File: src/osc_pkg.sv
package osc_pkg;
   // Register byte offsets
   localparam logic [7:0] OFF_VSB  = 8'h00;
   localparam logic [7:0] OFF_HTC  = 8'h04;
   localparam logic [7:0] OFF_FLD  = 8'h08;
   localparam logic [7:0] OFF_PAL0 = 8'h0c;
   localparam logic [7:0] OFF_SCC  = 8'h24;
   localparam logic [7:0] OFF_DSP  = 8'h28;
   localparam logic [7:0] OFF_RSC  = 8'h2c;
   localparam logic [7:0] OFF_CSZ  = 8'h30;
   localparam logic [7:0] OFF_CBF  = 8'h34;
   localparam logic [7:0] OFF_BGC  = 8'h38;
   localparam logic [7:0] OFF_CWR  = 8'h3c;
   // Value of every register after reset
   localparam logic [7:0] REG_RST  = 8'h00;
   // Halftone control fields
   localparam int HTC_VIRQ_EN   = 0;
   localparam int HTC_VIRQ_PEND = 1;
   localparam int HTC_FRAME     = 2;
   localparam int HTC_BG_EN     = 3;
   localparam int HTC_RIRQ_EN   = 4;
   localparam int HTC_RIRQ_PEND = 5;
   localparam int HTC_RGB_INV   = 6;
   localparam int HTC_HT_INV    = 7;
   // Field detect fields
   localparam int FLD_AFTER = 4;
   localparam int FLD_EVEN  = 5;
   // Space colour fields
   localparam int SCC_ANALOG  = 0;
   localparam int SCC_SP_HT   = 1;
   localparam int SCC_SP_COL  = 2;
   localparam int SCC_HALF_FR = 3;
   // Line and row counts
   localparam logic [4:0] VSB_FLOOR   = 5'h09;
   localparam logic [3:0] ROW_COUNT   = 4'hc;
   localparam logic [9:0] TOP_UNIT    = 10'h004;
   localparam logic [9:0] CHAR_LINES  = 10'h012;
   // Character word layout
   localparam int WORD_HT_BIT = 13;
   localparam int WORD_DW     = 14;
   localparam int RAM_DEPTH   = 252;
endpackage

File: src/osc_char_ram.sv
`timescale 1ns/1ps
// Character word store, registered read port
module osc_char_ram #(
   parameter int DEPTH = 252,
   parameter int AW    = 8,
   parameter int DW    = 14
)(
   input  wire logic          ref_clk_in,
   input  wire logic          wr_en_in,
   input  wire logic [AW-1:0] wr_addr_in,
   input  wire logic [DW-1:0] wr_data_in,
   input  wire logic [AW-1:0] rd_addr_in,
   output logic      [DW-1:0] rd_data_out
);
   logic [DW-1:0] mem [DEPTH];

   // Write port and registered read
   always_ff @(posedge ref_clk_in)
   begin
      if (wr_en_in && (int'(wr_addr_in) < DEPTH))
         mem[wr_addr_in] <= wr_data_in;
      rd_data_out <= (int'(rd_addr_in) < DEPTH) ? mem[rd_addr_in] : '0;
   end
endmodule

File: src/osc_overlay_ctrl.sv
`timescale 1ns/1ps
// Summary of operation
// - Stop dot oscillator programmed lines after vsync
// - Blank counts zero to nine give nine lines
// - One interrupt per displayed row, twelve max
// - Row counter in display control upper nibble
// - Fewer rows when layout leaves the frame
// - Row writes apply from the next row
// - Enable immediate; margin, blank latched at vsync
// - Character halftone from stored bit, mode 1x
// - Frame halftone ignores stored character bit
// - Halftone register holds row and vsync interrupts
// - Even field when hsync falls in window
// - Window before or after vsync selectable
// - Field result readable in field bit five
// - Two palette registers per channel, mode pairs
// - Codes 00 off, 01 third, 10 two thirds
// - Digital mode: two levels, palette ignored
// - Analog mode: palette levels, mode per character
// - Space halftone follows background bit three
// - Bit three enables background halftone always
// - Space halftone on frame needs bits three, two
// - Space colour from character or frame background
// - Space bit three selects half-dot fringe
// - Character word carries colour and bit 13
module osc_overlay_ctrl #(
   parameter int FRAME_LINES    = 262,
   parameter int FIELD_UNIT_CYC = 16
)(
   input  wire logic        ref_clk_in,
   input  wire logic        reset_in,
   input  wire logic        wb_cyc_in,
   input  wire logic        wb_stb_in,
   input  wire logic        wb_we_in,
   input  wire logic [7:0]  wb_adr_in,
   input  wire logic [3:0]  wb_sel_in,
   input  wire logic [31:0] wb_dat_in,
   output logic      [31:0] wb_dat_out,
   output logic             wb_ack_out,
   input  wire logic        vsync_in,
   input  wire logic        hsync_in,
   input  wire logic        char_period_in,
   input  wire logic        char_bg_period_in,
   input  wire logic        frame_period_in,
   input  wire logic        space_period_in,
   input  wire logic [7:0]  char_addr_in,
   output logic             osc_stop_out,
   output logic             row_irq_out,
   output logic             vsync_irq_out,
   output logic             halftone_out,
   output logic      [1:0]  red_out,
   output logic      [1:0]  green_out,
   output logic      [1:0]  blue_out,
   output logic      [9:0]  char_code_out,
   output logic      [1:0]  row_size_out,
   output logic      [2:0]  row_space_out,
   output logic             fringe_half_dot_out
);
   logic [7:0]  vsb, htc, fld, scc, dsp, rsc, csz, cbf, bgc;
   logic [7:0]  pal [6];
   logic [3:0]  row_cnt;
   logic [2:0]  vs_sync, hs_sync;
   logic        vs_lvl, hs_lvl;
   logic [9:0]  line_cnt, row_line;
   logic [4:0]  blank_eff;
   logic [3:0]  row_idx;
   logic [15:0] since_h, win_cnt;
   logic        win_hit;
   logic [13:0] cur_word;
   logic [7:0]  rd_mux;

   // Bus decode
   wire        req     = wb_cyc_in & wb_stb_in;
   wire        wr      = req & wb_we_in & wb_ack_out & wb_sel_in[0];
   wire [5:0]  widx    = wb_adr_in[7:2];
   wire [7:0]  wd      = wb_dat_in[7:0];
   wire        wr_vsb  = wr & (widx == osc_pkg::OFF_VSB[7:2]);
   wire        wr_htc  = wr & (widx == osc_pkg::OFF_HTC[7:2]);
   wire        wr_fld  = wr & (widx == osc_pkg::OFF_FLD[7:2]);
   wire        wr_scc  = wr & (widx == osc_pkg::OFF_SCC[7:2]);
   wire        wr_dsp  = wr & (widx == osc_pkg::OFF_DSP[7:2]);
   wire        wr_rsc  = wr & (widx == osc_pkg::OFF_RSC[7:2]);
   wire        wr_csz  = wr & (widx == osc_pkg::OFF_CSZ[7:2]);
   wire        wr_cbf  = wr & (widx == osc_pkg::OFF_CBF[7:2]);
   wire        wr_bgc  = wr & (widx == osc_pkg::OFF_BGC[7:2]);
   wire        wr_cwr  = wr & (widx == osc_pkg::OFF_CWR[7:2]) & (&wb_sel_in[2:0]);

   // Sync pin edges, valid once second and third stages agree
   wire        vs_new  = (vs_sync[1] == vs_sync[2]) ? vs_sync[2] : vs_lvl;
   wire        hs_new  = (hs_sync[1] == hs_sync[2]) ? hs_sync[2] : hs_lvl;
   wire        v_edge  = vs_new & ~vs_lvl;
   wire        h_edge  = hs_new & ~hs_lvl;

   // Line and row timing terms
   wire [4:0]  blank_new = (vsb[4:0] <= osc_pkg::VSB_FLOOR) ? osc_pkg::VSB_FLOOR : vsb[4:0];
   wire [9:0]  top_lines = 10'(osc_pkg::TOP_UNIT * {5'h00, rsc[7:3]});
   wire [9:0]  row_lines = 10'(osc_pkg::CHAR_LINES * ({8'h00, csz[7:6]} + 10'h001));
   wire [9:0]  line_nxt  = line_cnt + 10'h001;
   wire        row_hit   = h_edge & (line_nxt == row_line) & (row_idx < osc_pkg::ROW_COUNT)
                           & (int'(row_line) < FRAME_LINES);
   wire [15:0] win_cyc   = 16'(int'(fld[3:0]) * FIELD_UNIT_CYC);

   // Halftone terms
   wire        ht_char   = ~htc[osc_pkg::HTC_FRAME] & char_period_in
                           & cur_word[osc_pkg::WORD_HT_BIT] & dsp[2];
   wire        ht_frame  = htc[osc_pkg::HTC_FRAME] & frame_period_in;
   wire        ht_bg     = htc[osc_pkg::HTC_BG_EN] & char_bg_period_in;
   wire        ht_space  = space_period_in & (scc[osc_pkg::SCC_SP_HT]
                           ? (htc[osc_pkg::HTC_BG_EN] & htc[osc_pkg::HTC_FRAME])
                           : htc[osc_pkg::HTC_BG_EN]);
   wire        ht_raw    = dsp[0] & (ht_char | ht_frame | ht_bg | ht_space);

   // Colour mode of the current dot
   wire [2:0]  space_mode = scc[osc_pkg::SCC_SP_COL] ? bgc[5:3] : bgc[2:0];
   wire [2:0]  cur_mode   = space_period_in ? space_mode : cur_word[12:10];

   // Outputs taken straight from state
   assign osc_stop_out        = line_cnt < {5'h00, blank_eff};
   assign row_irq_out         = htc[osc_pkg::HTC_RIRQ_EN] & htc[osc_pkg::HTC_RIRQ_PEND];
   assign vsync_irq_out       = htc[osc_pkg::HTC_VIRQ_EN] & htc[osc_pkg::HTC_VIRQ_PEND];
   assign fringe_half_dot_out = scc[osc_pkg::SCC_HALF_FR];
   assign char_code_out       = cur_word[9:0];

   // Read mux; unmapped offsets read zero
   always_comb
   begin
      rd_mux = 8'h00;
      case (widx)
         osc_pkg::OFF_VSB[7:2]: rd_mux = vsb;
         osc_pkg::OFF_HTC[7:2]: rd_mux = htc;
         osc_pkg::OFF_FLD[7:2]: rd_mux = fld;
         osc_pkg::OFF_SCC[7:2]: rd_mux = scc;
         osc_pkg::OFF_DSP[7:2]: rd_mux = {row_cnt, dsp[3:0]};
         osc_pkg::OFF_RSC[7:2]: rd_mux = rsc;
         osc_pkg::OFF_CSZ[7:2]: rd_mux = csz;
         osc_pkg::OFF_CBF[7:2]: rd_mux = cbf;
         osc_pkg::OFF_BGC[7:2]: rd_mux = bgc;
         default:
         begin
            if (widx >= osc_pkg::OFF_PAL0[7:2] && widx < osc_pkg::OFF_SCC[7:2])
               rd_mux = pal[3'(widx - osc_pkg::OFF_PAL0[7:2])];
         end
      endcase
   end

   // Wishbone answer one cycle after the request
   always_ff @(posedge ref_clk_in)
   begin
      if (reset_in)
      begin
         wb_ack_out <= 1'b0;
         wb_dat_out <= 32'h0000_0000;
      end
      else
      begin
         wb_ack_out <= req & ~wb_ack_out;
         wb_dat_out <= {24'h00_0000, rd_mux};
      end
   end

   // Plain software registers
   always_ff @(posedge ref_clk_in)
   begin
      if (reset_in)
      begin
         {vsb, scc, dsp, rsc, csz, cbf, bgc} <= {7{osc_pkg::REG_RST}};
      end
      else
      begin
         if (wr_vsb) vsb <= wd;
         if (wr_scc) scc <= wd;
         if (wr_dsp) dsp <= {4'h0, wd[3:0]};
         if (wr_rsc) rsc <= wd;
         if (wr_csz) csz <= wd;
         if (wr_cbf) cbf <= {4'h0, wd[3:0]};
         if (wr_bgc) bgc <= {2'h0, wd[5:0]};
      end
   end

   // Palette registers, one per channel half
   for (genvar p = 0; p < 6; p++)
   begin : g_pal
      always_ff @(posedge ref_clk_in)
      begin
         if (reset_in)
            pal[p] <= osc_pkg::REG_RST;
         else if (wr && widx == osc_pkg::OFF_PAL0[7:2] + 6'(p))
            pal[p] <= wd;
      end
   end

   // Halftone control; pending bits cleared by writing zero, set wins
   always_ff @(posedge ref_clk_in)
   begin
      if (reset_in)
         htc <= osc_pkg::REG_RST;
      else
      begin
         if (wr_htc)
            htc <= wd;
         htc[osc_pkg::HTC_VIRQ_PEND] <= v_edge | (htc[osc_pkg::HTC_VIRQ_PEND]
                                        & ~(wr_htc & ~wd[osc_pkg::HTC_VIRQ_PEND]));
         htc[osc_pkg::HTC_RIRQ_PEND] <= (row_hit & htc[osc_pkg::HTC_RIRQ_EN])
                                        | (htc[osc_pkg::HTC_RIRQ_PEND]
                                        & ~(wr_htc & ~wd[osc_pkg::HTC_RIRQ_PEND]));
      end
   end

   // Pin synchronisers and filtered levels
   always_ff @(posedge ref_clk_in)
   begin
      if (reset_in)
      begin
         vs_sync <= 3'h0;
         hs_sync <= 3'h0;
         vs_lvl  <= 1'b0;
         hs_lvl  <= 1'b0;
      end
      else
      begin
         vs_sync <= {vs_sync[1:0], vsync_in};
         hs_sync <= {hs_sync[1:0], hsync_in};
         vs_lvl  <= vs_new;
         hs_lvl  <= hs_new;
      end
   end

   // Line counter, blank latch and row sequencer
   always_ff @(posedge ref_clk_in)
   begin
      if (reset_in)
      begin
         line_cnt      <= 10'h000;
         blank_eff     <= osc_pkg::VSB_FLOOR;
         row_line      <= 10'h3ff;
         row_idx       <= osc_pkg::ROW_COUNT;
         row_cnt       <= 4'h0;
         row_size_out  <= 2'h0;
         row_space_out <= 3'h0;
      end
      else if (v_edge)
      begin
         line_cnt  <= 10'h000;
         blank_eff <= blank_new;
         row_line  <= {5'h00, blank_new} + top_lines;
         row_idx   <= 4'h0;
      end
      else if (h_edge)
      begin
         if (line_cnt != 10'h3ff)
            line_cnt <= line_nxt;
         if (row_hit)
         begin
            row_cnt       <= row_idx;
            row_idx       <= row_idx + 4'h1;
            row_line      <= row_line + row_lines + {7'h00, rsc[2:0]};
            row_size_out  <= csz[7:6];
            row_space_out <= rsc[2:0];
         end
      end
   end

   // Field detection around the vsync edge
   always_ff @(posedge ref_clk_in)
   begin
      if (reset_in)
      begin
         fld     <= osc_pkg::REG_RST;
         since_h <= 16'hffff;
         win_cnt <= 16'h0000;
         win_hit <= 1'b0;
      end
      else
      begin
         if (wr_fld)
            fld[4:0] <= wd[4:0];
         if (h_edge)
            since_h <= 16'h0000;
         else if (since_h != 16'hffff)
            since_h <= since_h + 16'h0001;
         if (v_edge && !fld[osc_pkg::FLD_AFTER])
            fld[osc_pkg::FLD_EVEN] <= since_h < win_cyc;
         if (v_edge && fld[osc_pkg::FLD_AFTER])
         begin
            win_cnt <= win_cyc;
            win_hit <= 1'b0;
            if (win_cyc == 16'h0000)
               fld[osc_pkg::FLD_EVEN] <= 1'b0;
         end
         else if (win_cnt != 16'h0000)
         begin
            win_cnt <= win_cnt - 16'h0001;
            win_hit <= win_hit | h_edge;
            if (win_cnt == 16'h0001)
               fld[osc_pkg::FLD_EVEN] <= win_hit | h_edge;
         end
      end
   end

   // Character word store
   osc_char_ram #(
      .DEPTH (osc_pkg::RAM_DEPTH),
      .AW    (8),
      .DW    (osc_pkg::WORD_DW)
   ) u_ram (
      .ref_clk_in  (ref_clk_in),
      .wr_en_in    (wr_cwr),
      .wr_addr_in  (wb_dat_in[7:0]),
      .wr_data_in  ({cbf[3:0], wb_dat_in[17:8]}),
      .rd_addr_in  (char_addr_in),
      .rd_data_out (cur_word)
   );

   // Halftone output with polarity
   always_ff @(posedge ref_clk_in)
   begin
      if (reset_in)
         halftone_out <= 1'b0;
      else
         halftone_out <= ht_raw ^ htc[osc_pkg::HTC_HT_INV];
   end

   // Per channel level: palette in analog mode, two levels in digital mode
   logic [1:0] lvl_q [3];
   for (genvar c = 0; c < 3; c++)
   begin : g_chan
      wire [7:0] sel_pal = cur_mode[2] ? pal[2*c+1] : pal[2*c];
      wire [1:0] pal_lvl = sel_pal[{cur_mode[1:0], 1'b0} +: 2];
      wire [1:0] dig_lvl = {2{cur_mode[2-c]}};
      wire [1:0] lvl     = scc[osc_pkg::SCC_ANALOG] ? pal_lvl : dig_lvl;
      always_ff @(posedge ref_clk_in)
      begin
         if (reset_in)
            lvl_q[c] <= 2'h0;
         else
            lvl_q[c] <= dsp[0] ? (lvl ^ {2{htc[osc_pkg::HTC_RGB_INV]}}) : 2'h0;
      end
   end
   assign red_out   = lvl_q[0];
   assign green_out = lvl_q[1];
   assign blue_out  = lvl_q[2];

   // Checks
   property p_ack;
      @(posedge ref_clk_in) disable iff (reset_in) req && !wb_ack_out |=> wb_ack_out ##1 !wb_ack_out;
   endproperty
   a_ack: assert property (p_ack) else $error("ack not one cycle");
   property p_stop;
      @(posedge ref_clk_in) disable iff (reset_in) v_edge |=> osc_stop_out [*8];
   endproperty
   a_stop: assert property (p_stop) else $error("oscillator ran during blank");
   property p_blank_floor;
      @(posedge ref_clk_in) disable iff (reset_in) v_edge && vsb[4:0] <= 5'h09 |=> blank_eff == 5'h09;
   endproperty
   a_blank_floor: assert property (p_blank_floor) else $error("blank floor wrong");
   property p_row_pend;
      @(posedge ref_clk_in) disable iff (reset_in) row_hit && htc[4] |=> row_irq_out;
   endproperty
   a_row_pend: assert property (p_row_pend) else $error("row interrupt missing");
   property p_row_cnt;
      @(posedge ref_clk_in) disable iff (reset_in) row_hit |=> row_cnt == $past(row_idx) && row_cnt < 4'hc;
   endproperty
   a_row_cnt: assert property (p_row_cnt) else $error("row counter wrong");
   property p_row_limit;
      @(posedge ref_clk_in) disable iff (reset_in) h_edge && int'(row_line) >= FRAME_LINES |=> $stable(row_cnt);
   endproperty
   a_row_limit: assert property (p_row_limit) else $error("row outside frame");
   property p_shadow;
      @(posedge ref_clk_in) disable iff (reset_in) !row_hit && !reset_in ##1 !row_hit |-> $stable(row_size_out);
   endproperty
   a_shadow: assert property (p_shadow) else $error("row size changed mid row");
   property p_frame_ht;
      @(posedge ref_clk_in) disable iff (reset_in)
         dsp[0] && htc[2] && frame_period_in |=> halftone_out != $past(htc[7]);
   endproperty
   a_frame_ht: assert property (p_frame_ht) else $error("frame halftone missing");
   property p_digital;
      @(posedge ref_clk_in) disable iff (reset_in) !scc[0] |=> red_out == 2'h0 || red_out == 2'h3;
   endproperty
   a_digital: assert property (p_digital) else $error("digital level wrong");
   property p_field_before;
      @(posedge ref_clk_in) disable iff (reset_in)
         v_edge && !fld[4] |=> fld[5] == ($past(since_h) < $past(win_cyc));
   endproperty
   a_field_before: assert property (p_field_before) else $error("field result wrong");
   c_row: cover property (@(posedge ref_clk_in) disable iff (reset_in) row_hit && row_idx == 4'hb);
   c_even: cover property (@(posedge ref_clk_in) disable iff (reset_in) $rose(fld[5]));
   c_analog: cover property (@(posedge ref_clk_in) disable iff (reset_in) scc[0] && red_out == 2'h1);
endmodule

File: config.mk
export PLATFORM = sky130hd
export DESIGN_NAME = osc_overlay_ctrl
export DESIGN_NICKNAME = d
export VERILOG_FILES = /design/src/osc_pkg.sv /design/src/osc_char_ram.sv /design/src/osc_overlay_ctrl.sv
export SDC_FILE = /design/constraint.sdc
export NUM_CORES = 2
export LEC_CHECK = 0
export ABC_CLOCK_PERIOD_IN_PS = 10700
export BUFFER_PORTS_ARGS = -buffer_cell sky130_fd_sc_hd__clkbuf_2
export CAP_MARGIN = 20
export CORE_AREA = 3 3 577 579
export CTS_BUF_LIST = sky130_fd_sc_hd__clkbuf_16
export CTS_CLUSTER_SIZE = 28
export DETAILED_ROUTE_END_ITERATION = 12
export DIE_AREA = 0 0 580 582
export PLACE_DENSITY_LB_ADDON = 0.2
export SYNTH_ARGS = -nofsm -noshare
export SYNTH_HDL_FRONTEND = slang
export SYNTH_HIERARCHICAL = 1
export SYNTH_SLANG_ARGS = --single-unit
File: constraint.sdc
create_clock -name ref_clk_in -period 10.7 [get_ports ref_clk_in]
set_input_delay 2.14 -clock ref_clk_in [delete_from_list [all_inputs] [get_ports ref_clk_in]]
set_output_delay 2.14 -clock ref_clk_in [all_outputs]
set_load 0.03 [all_outputs]
==> results.py <==
metrics = {
    "outcome": {
        "outcome": "finished, final reports clean",
    },
    "global_routing": {
        "grt_usage": 0.245,
        "busiest_layer": "met2",
        "grt_max_degree": 202,
        "grt_antenna_before_repair": 17,
        "use_met2": 0.374,
        "grt_pass1_wl_um": 589000,
        "globalRouteMet3Util": 0.0453,
        "overflow": 0,
        "use_met1": 0.348,
        "grt_pass1_vias": 75700,
    },
    "clocking": {
        "cts_sinks": 3745,
        "cts_max_level": 5,
        "path_clk_slew_ns": 0.06,
        "insertion_delay_ns": 0.95,
        "postCtsSetupBuffers": 0,
        "clockBufferDepth": 4,
        "hold_buffers": 0,
        "numCtsBuffers": 379,
        "cts_tree": "done",
        "clock-root-buffer": "clkbuf_16",
        "cts-resized-gates": 0,
    },
    "job": {
        "cap_violations": 0,
    },
    "synth": {
        "ys_seq_elements": 3745,
        "synth_top_cell_area_share": 0.728,
        "synth_seq_area_share": 0.751,
        "ys_async_sr_fraction": 0,
        "avgSynthCellArea_um2": 19.9,
        "synth_top_area_cell": "edfxtp_1",
        "yosys_most_used_dff": "edfxtp_1",
        "synthCells": 7419,
        "syn_area_mm2": 0.147,
        "synth_cell_types": 92,
        "synth-edff-count": 3576,
        "ys_warn_count": 6,
        "synth.area.top_cells": "edfxtp_1 73%, mux4_2 11%, mux2i_1 2.7%",
    },
    "floorplan": {
        "die_w_um": 580,
        "dieArea_mm2": 0.338,
        "num_rows": 210,
        "num_io_pins": 122,
        "core_mm2": 0.328,
        "initial_core_util": 0.450,
        "die_y_um": 582,
    },
    "worst_setup_path": {
        "worst-setup-path-type": "input port to flop",
        "worstPathMaxFanout": 75,
        "arrival_ns": 6.76,
        "cp-start-kind": "input port",
        "critPathRequiredTime_ns": 11.49,
        "reg2regPathDepth": 11,
        "crit_path_end_kind": "flop",
    },
    "pwr": {
        "p_per_area_mw_per_mm2": 186,
        "leakagePower_uw": 0.0560,
        "ir_drop_mv": 0.137,
    },
    "drt": {
        "wl_per_cell_um": 33.6,
        "wl_um": 420000,
        "firstDrtPassIters": 6,
        "vias": 77500,
        "remaining_drc_errors": 0,
        "drtIter0Drc": 10100,
        "drtAntennaViolNets": 0,
        "viasPerCell": 6.20,
    },
    "cells_and_area": {
        "fin_area_mm2": 0.166,
        "syn_to_final_growth_pct": 12.7,
        "nFillCells": 26000,
        "drive_gt1_frac": 0.229,
        "fin_util": 0.508,
        "final_nets": 7944,
        "instances_no_fill": 12500,
    },
    "sta": {
        "worst_clock_skew_ns": 0.0463,
        "fin_crit_ns": 5.97,
        "rsz0062_at_grt": "no",
        "fmax_mhz": 167,
        "slew_headroom": 0.160,
        "tns_ns": 0,
        "hold_violations": 0,
        "worst_slack_ns": 4.73,
        "slew_violations": 0,
        "post-route-period-util": 0.558,
        "tightest_slew_ns": 1.25,
        "finalSetupViolCount": 0,
    },
    "placed_design": {
        "place_area_mm2": 0.154,
        "hpwl_um": 253000,
        "pre_cts_ws_ns": 3.96,
        "portBuffers": 80,
        "dp.cells": 11800,
        "gp_congestion": 0.891,
    },
    "hold_path": {
        "hold_depth": 1,
        "hp-class": "flop to flop",
    },
}
-- Yosys cell counts, types with 12 or more instances --
| library cell | n |
|---|---|
| buf_6 | 52 |
| a22oi_1 | 110 |
| nor4_1 | 22 |
| o22ai_1 | 57 |
| a21oi_1 | 223 |
| dfxtp_1 | 169 |
| edfxtp_1 | 3576 |
| xor2_1 | 24 |
| and2_1 | 42 |
| a211oi_1 | 44 |
| mux4_1 | 41 |
| and3_1 | 44 |
| mux2_2 | 36 |
| a31oi_1 | 41 |
| nand2_1 | 236 |
| nand2b_1 | 38 |
| buf_4 | 50 |
| a221oi_1 | 71 |
| xnor2_1 | 27 |
| buf_8 | 35 |
| o211ai_1 | 21 |
| a22o_1 | 24 |
| clkbuf_1 | 196 |
| o221ai_1 | 45 |
| mux4_2 | 732 |
| o21ai_0 | 100 |
| buf_1 | 24 |
| buf_2 | 99 |
| ha_1 | 34 |
| mux2i_1 | 396 |
| nor2_1 | 362 |
| nor2b_1 | 32 |
| a21o_1 | 18 |
| inv_1 | 33 |
| nand3_1 | 111 |
| a2111oi_0 | 12 |
| nor3_1 | 37 |
-- worst max-delay path, stage by stage --
cell and delay, ns:
buf_12 0.42, buf_4 0.73, mux4_2 0.58, a22o_1 0.24, a2111oi_0 0.72, a31oi_1 0.37
a221oi_1 1.16, o2111ai_1 0.17
-- cell families (layout without fill, tap and decap cells) --
family | after synthesis | after routing | share of synthesized area
multiplexers | 1205 | 1205 | 0.149
XOR/XNOR | 52 | 52 | 0.00314
buffers and inverters | 505 | 1208 | 0.0215
other | 1 | 35 | 0.0000254
AO/OA/AOI/OAI | 882 | 882 | 0.0408
adder cells (fa/ha/maj) | 38 | 38 | 0.00343
flip-flops | 3745 | 3745 | 0.751
AND/OR/NAND/NOR | 991 | 991 | 0.0313
-- registers in the layout, summed over array words and instances, names as in the netlist, 3 cells and up --
register and cells:
u_ram/rd_data_out 14, wb_dat_out 8, pal 48, cbf 4
vs_sync 3, vsb 8, since_h 16, blank_eff 5
win_cnt 16, u_ram/mem 3528, hs_sync 3, fld 6
row_line 10, dsp 4, bgc 6, csz 8
lvl_q 6, rsc 8, row_space_out 3, htc 8
scc 8, row_cnt 4, row_idx 4, line_cnt 10
-- placed cells by master, fill, tap and decap left out, drive strengths merged, types with 73 or more instances in the layout --
cell	count
clkbuf	458
clkinv	155
o21ai	104
a221oi	73
a22oi	110
nor2	363
nand2	236
buf	418
dfxtp	169
mux2i	396
mux4	773
a21oi	223
nand3	112
inv	128
edfxtp	3576
-- area by class of cell --
class                      count  area, um2  area share
clock inverter               296       2500      0.0151
antenna                       11       27.5    0.000166
multi-input combinational   3192      33800       0.203
timing repair buffer         490       3880      0.0234
clock buffer                 387       9680      0.0582
tap                         4346       5440      0.0327
sequential                  3745     111000       0.666
inverter                      35        141    0.000850
-- per-layer routing --
layer	wire length, um	share of wire
met1	170000	0.40
met2	192000	0.46
met3	37600	0.089
met4	19700	0.047
met5	236	0.00056
-- metrics by stage --
step | total power [uW] | hold slack (ns)
after floorplan | 17400 | 0.414
after global placement | 18000 | 0.440
after detailed placement | 18100 | 0.437
after CTS | 31100 | 0.444
after global routing | 31700 | 0.462
final | 30900 | 0.440
-- path summary, 6_finish.rpt --
check / startpoint / to / slack, ns
setup / recovery: char_addr_in[0] / u_ram/rd_data_out[6]$_SDFF_PP0_ / 4.73
hold / removal: hs_sync[0]$_SDFF_PP0_ / hs_sync[1]$_SDFF_PP0_ / 0.44
setup reg to reg: wb_ack_out$_SDFF_PP0_ / u_ram/mem[199][3]$_DFFE_PP_ / 5.84
hold reg to reg: hs_sync[0]$_SDFF_PP0_ / hs_sync[1]$_SDFF_PP0_ / 0.44
-- where the power goes --
| group | total (uW) | internal [uW] | switching [uW] |
|---|---|---|---|
| Combinational | 1680 | 553 | 1130 |
| Clock | 13100 | 7530 | 5520 |
| Sequential | 16100 | 16000 | 81.7 |
| Total | 30900 | 24100 | 6730 |
Note: power is estimated with default switching activity, not from simulation.
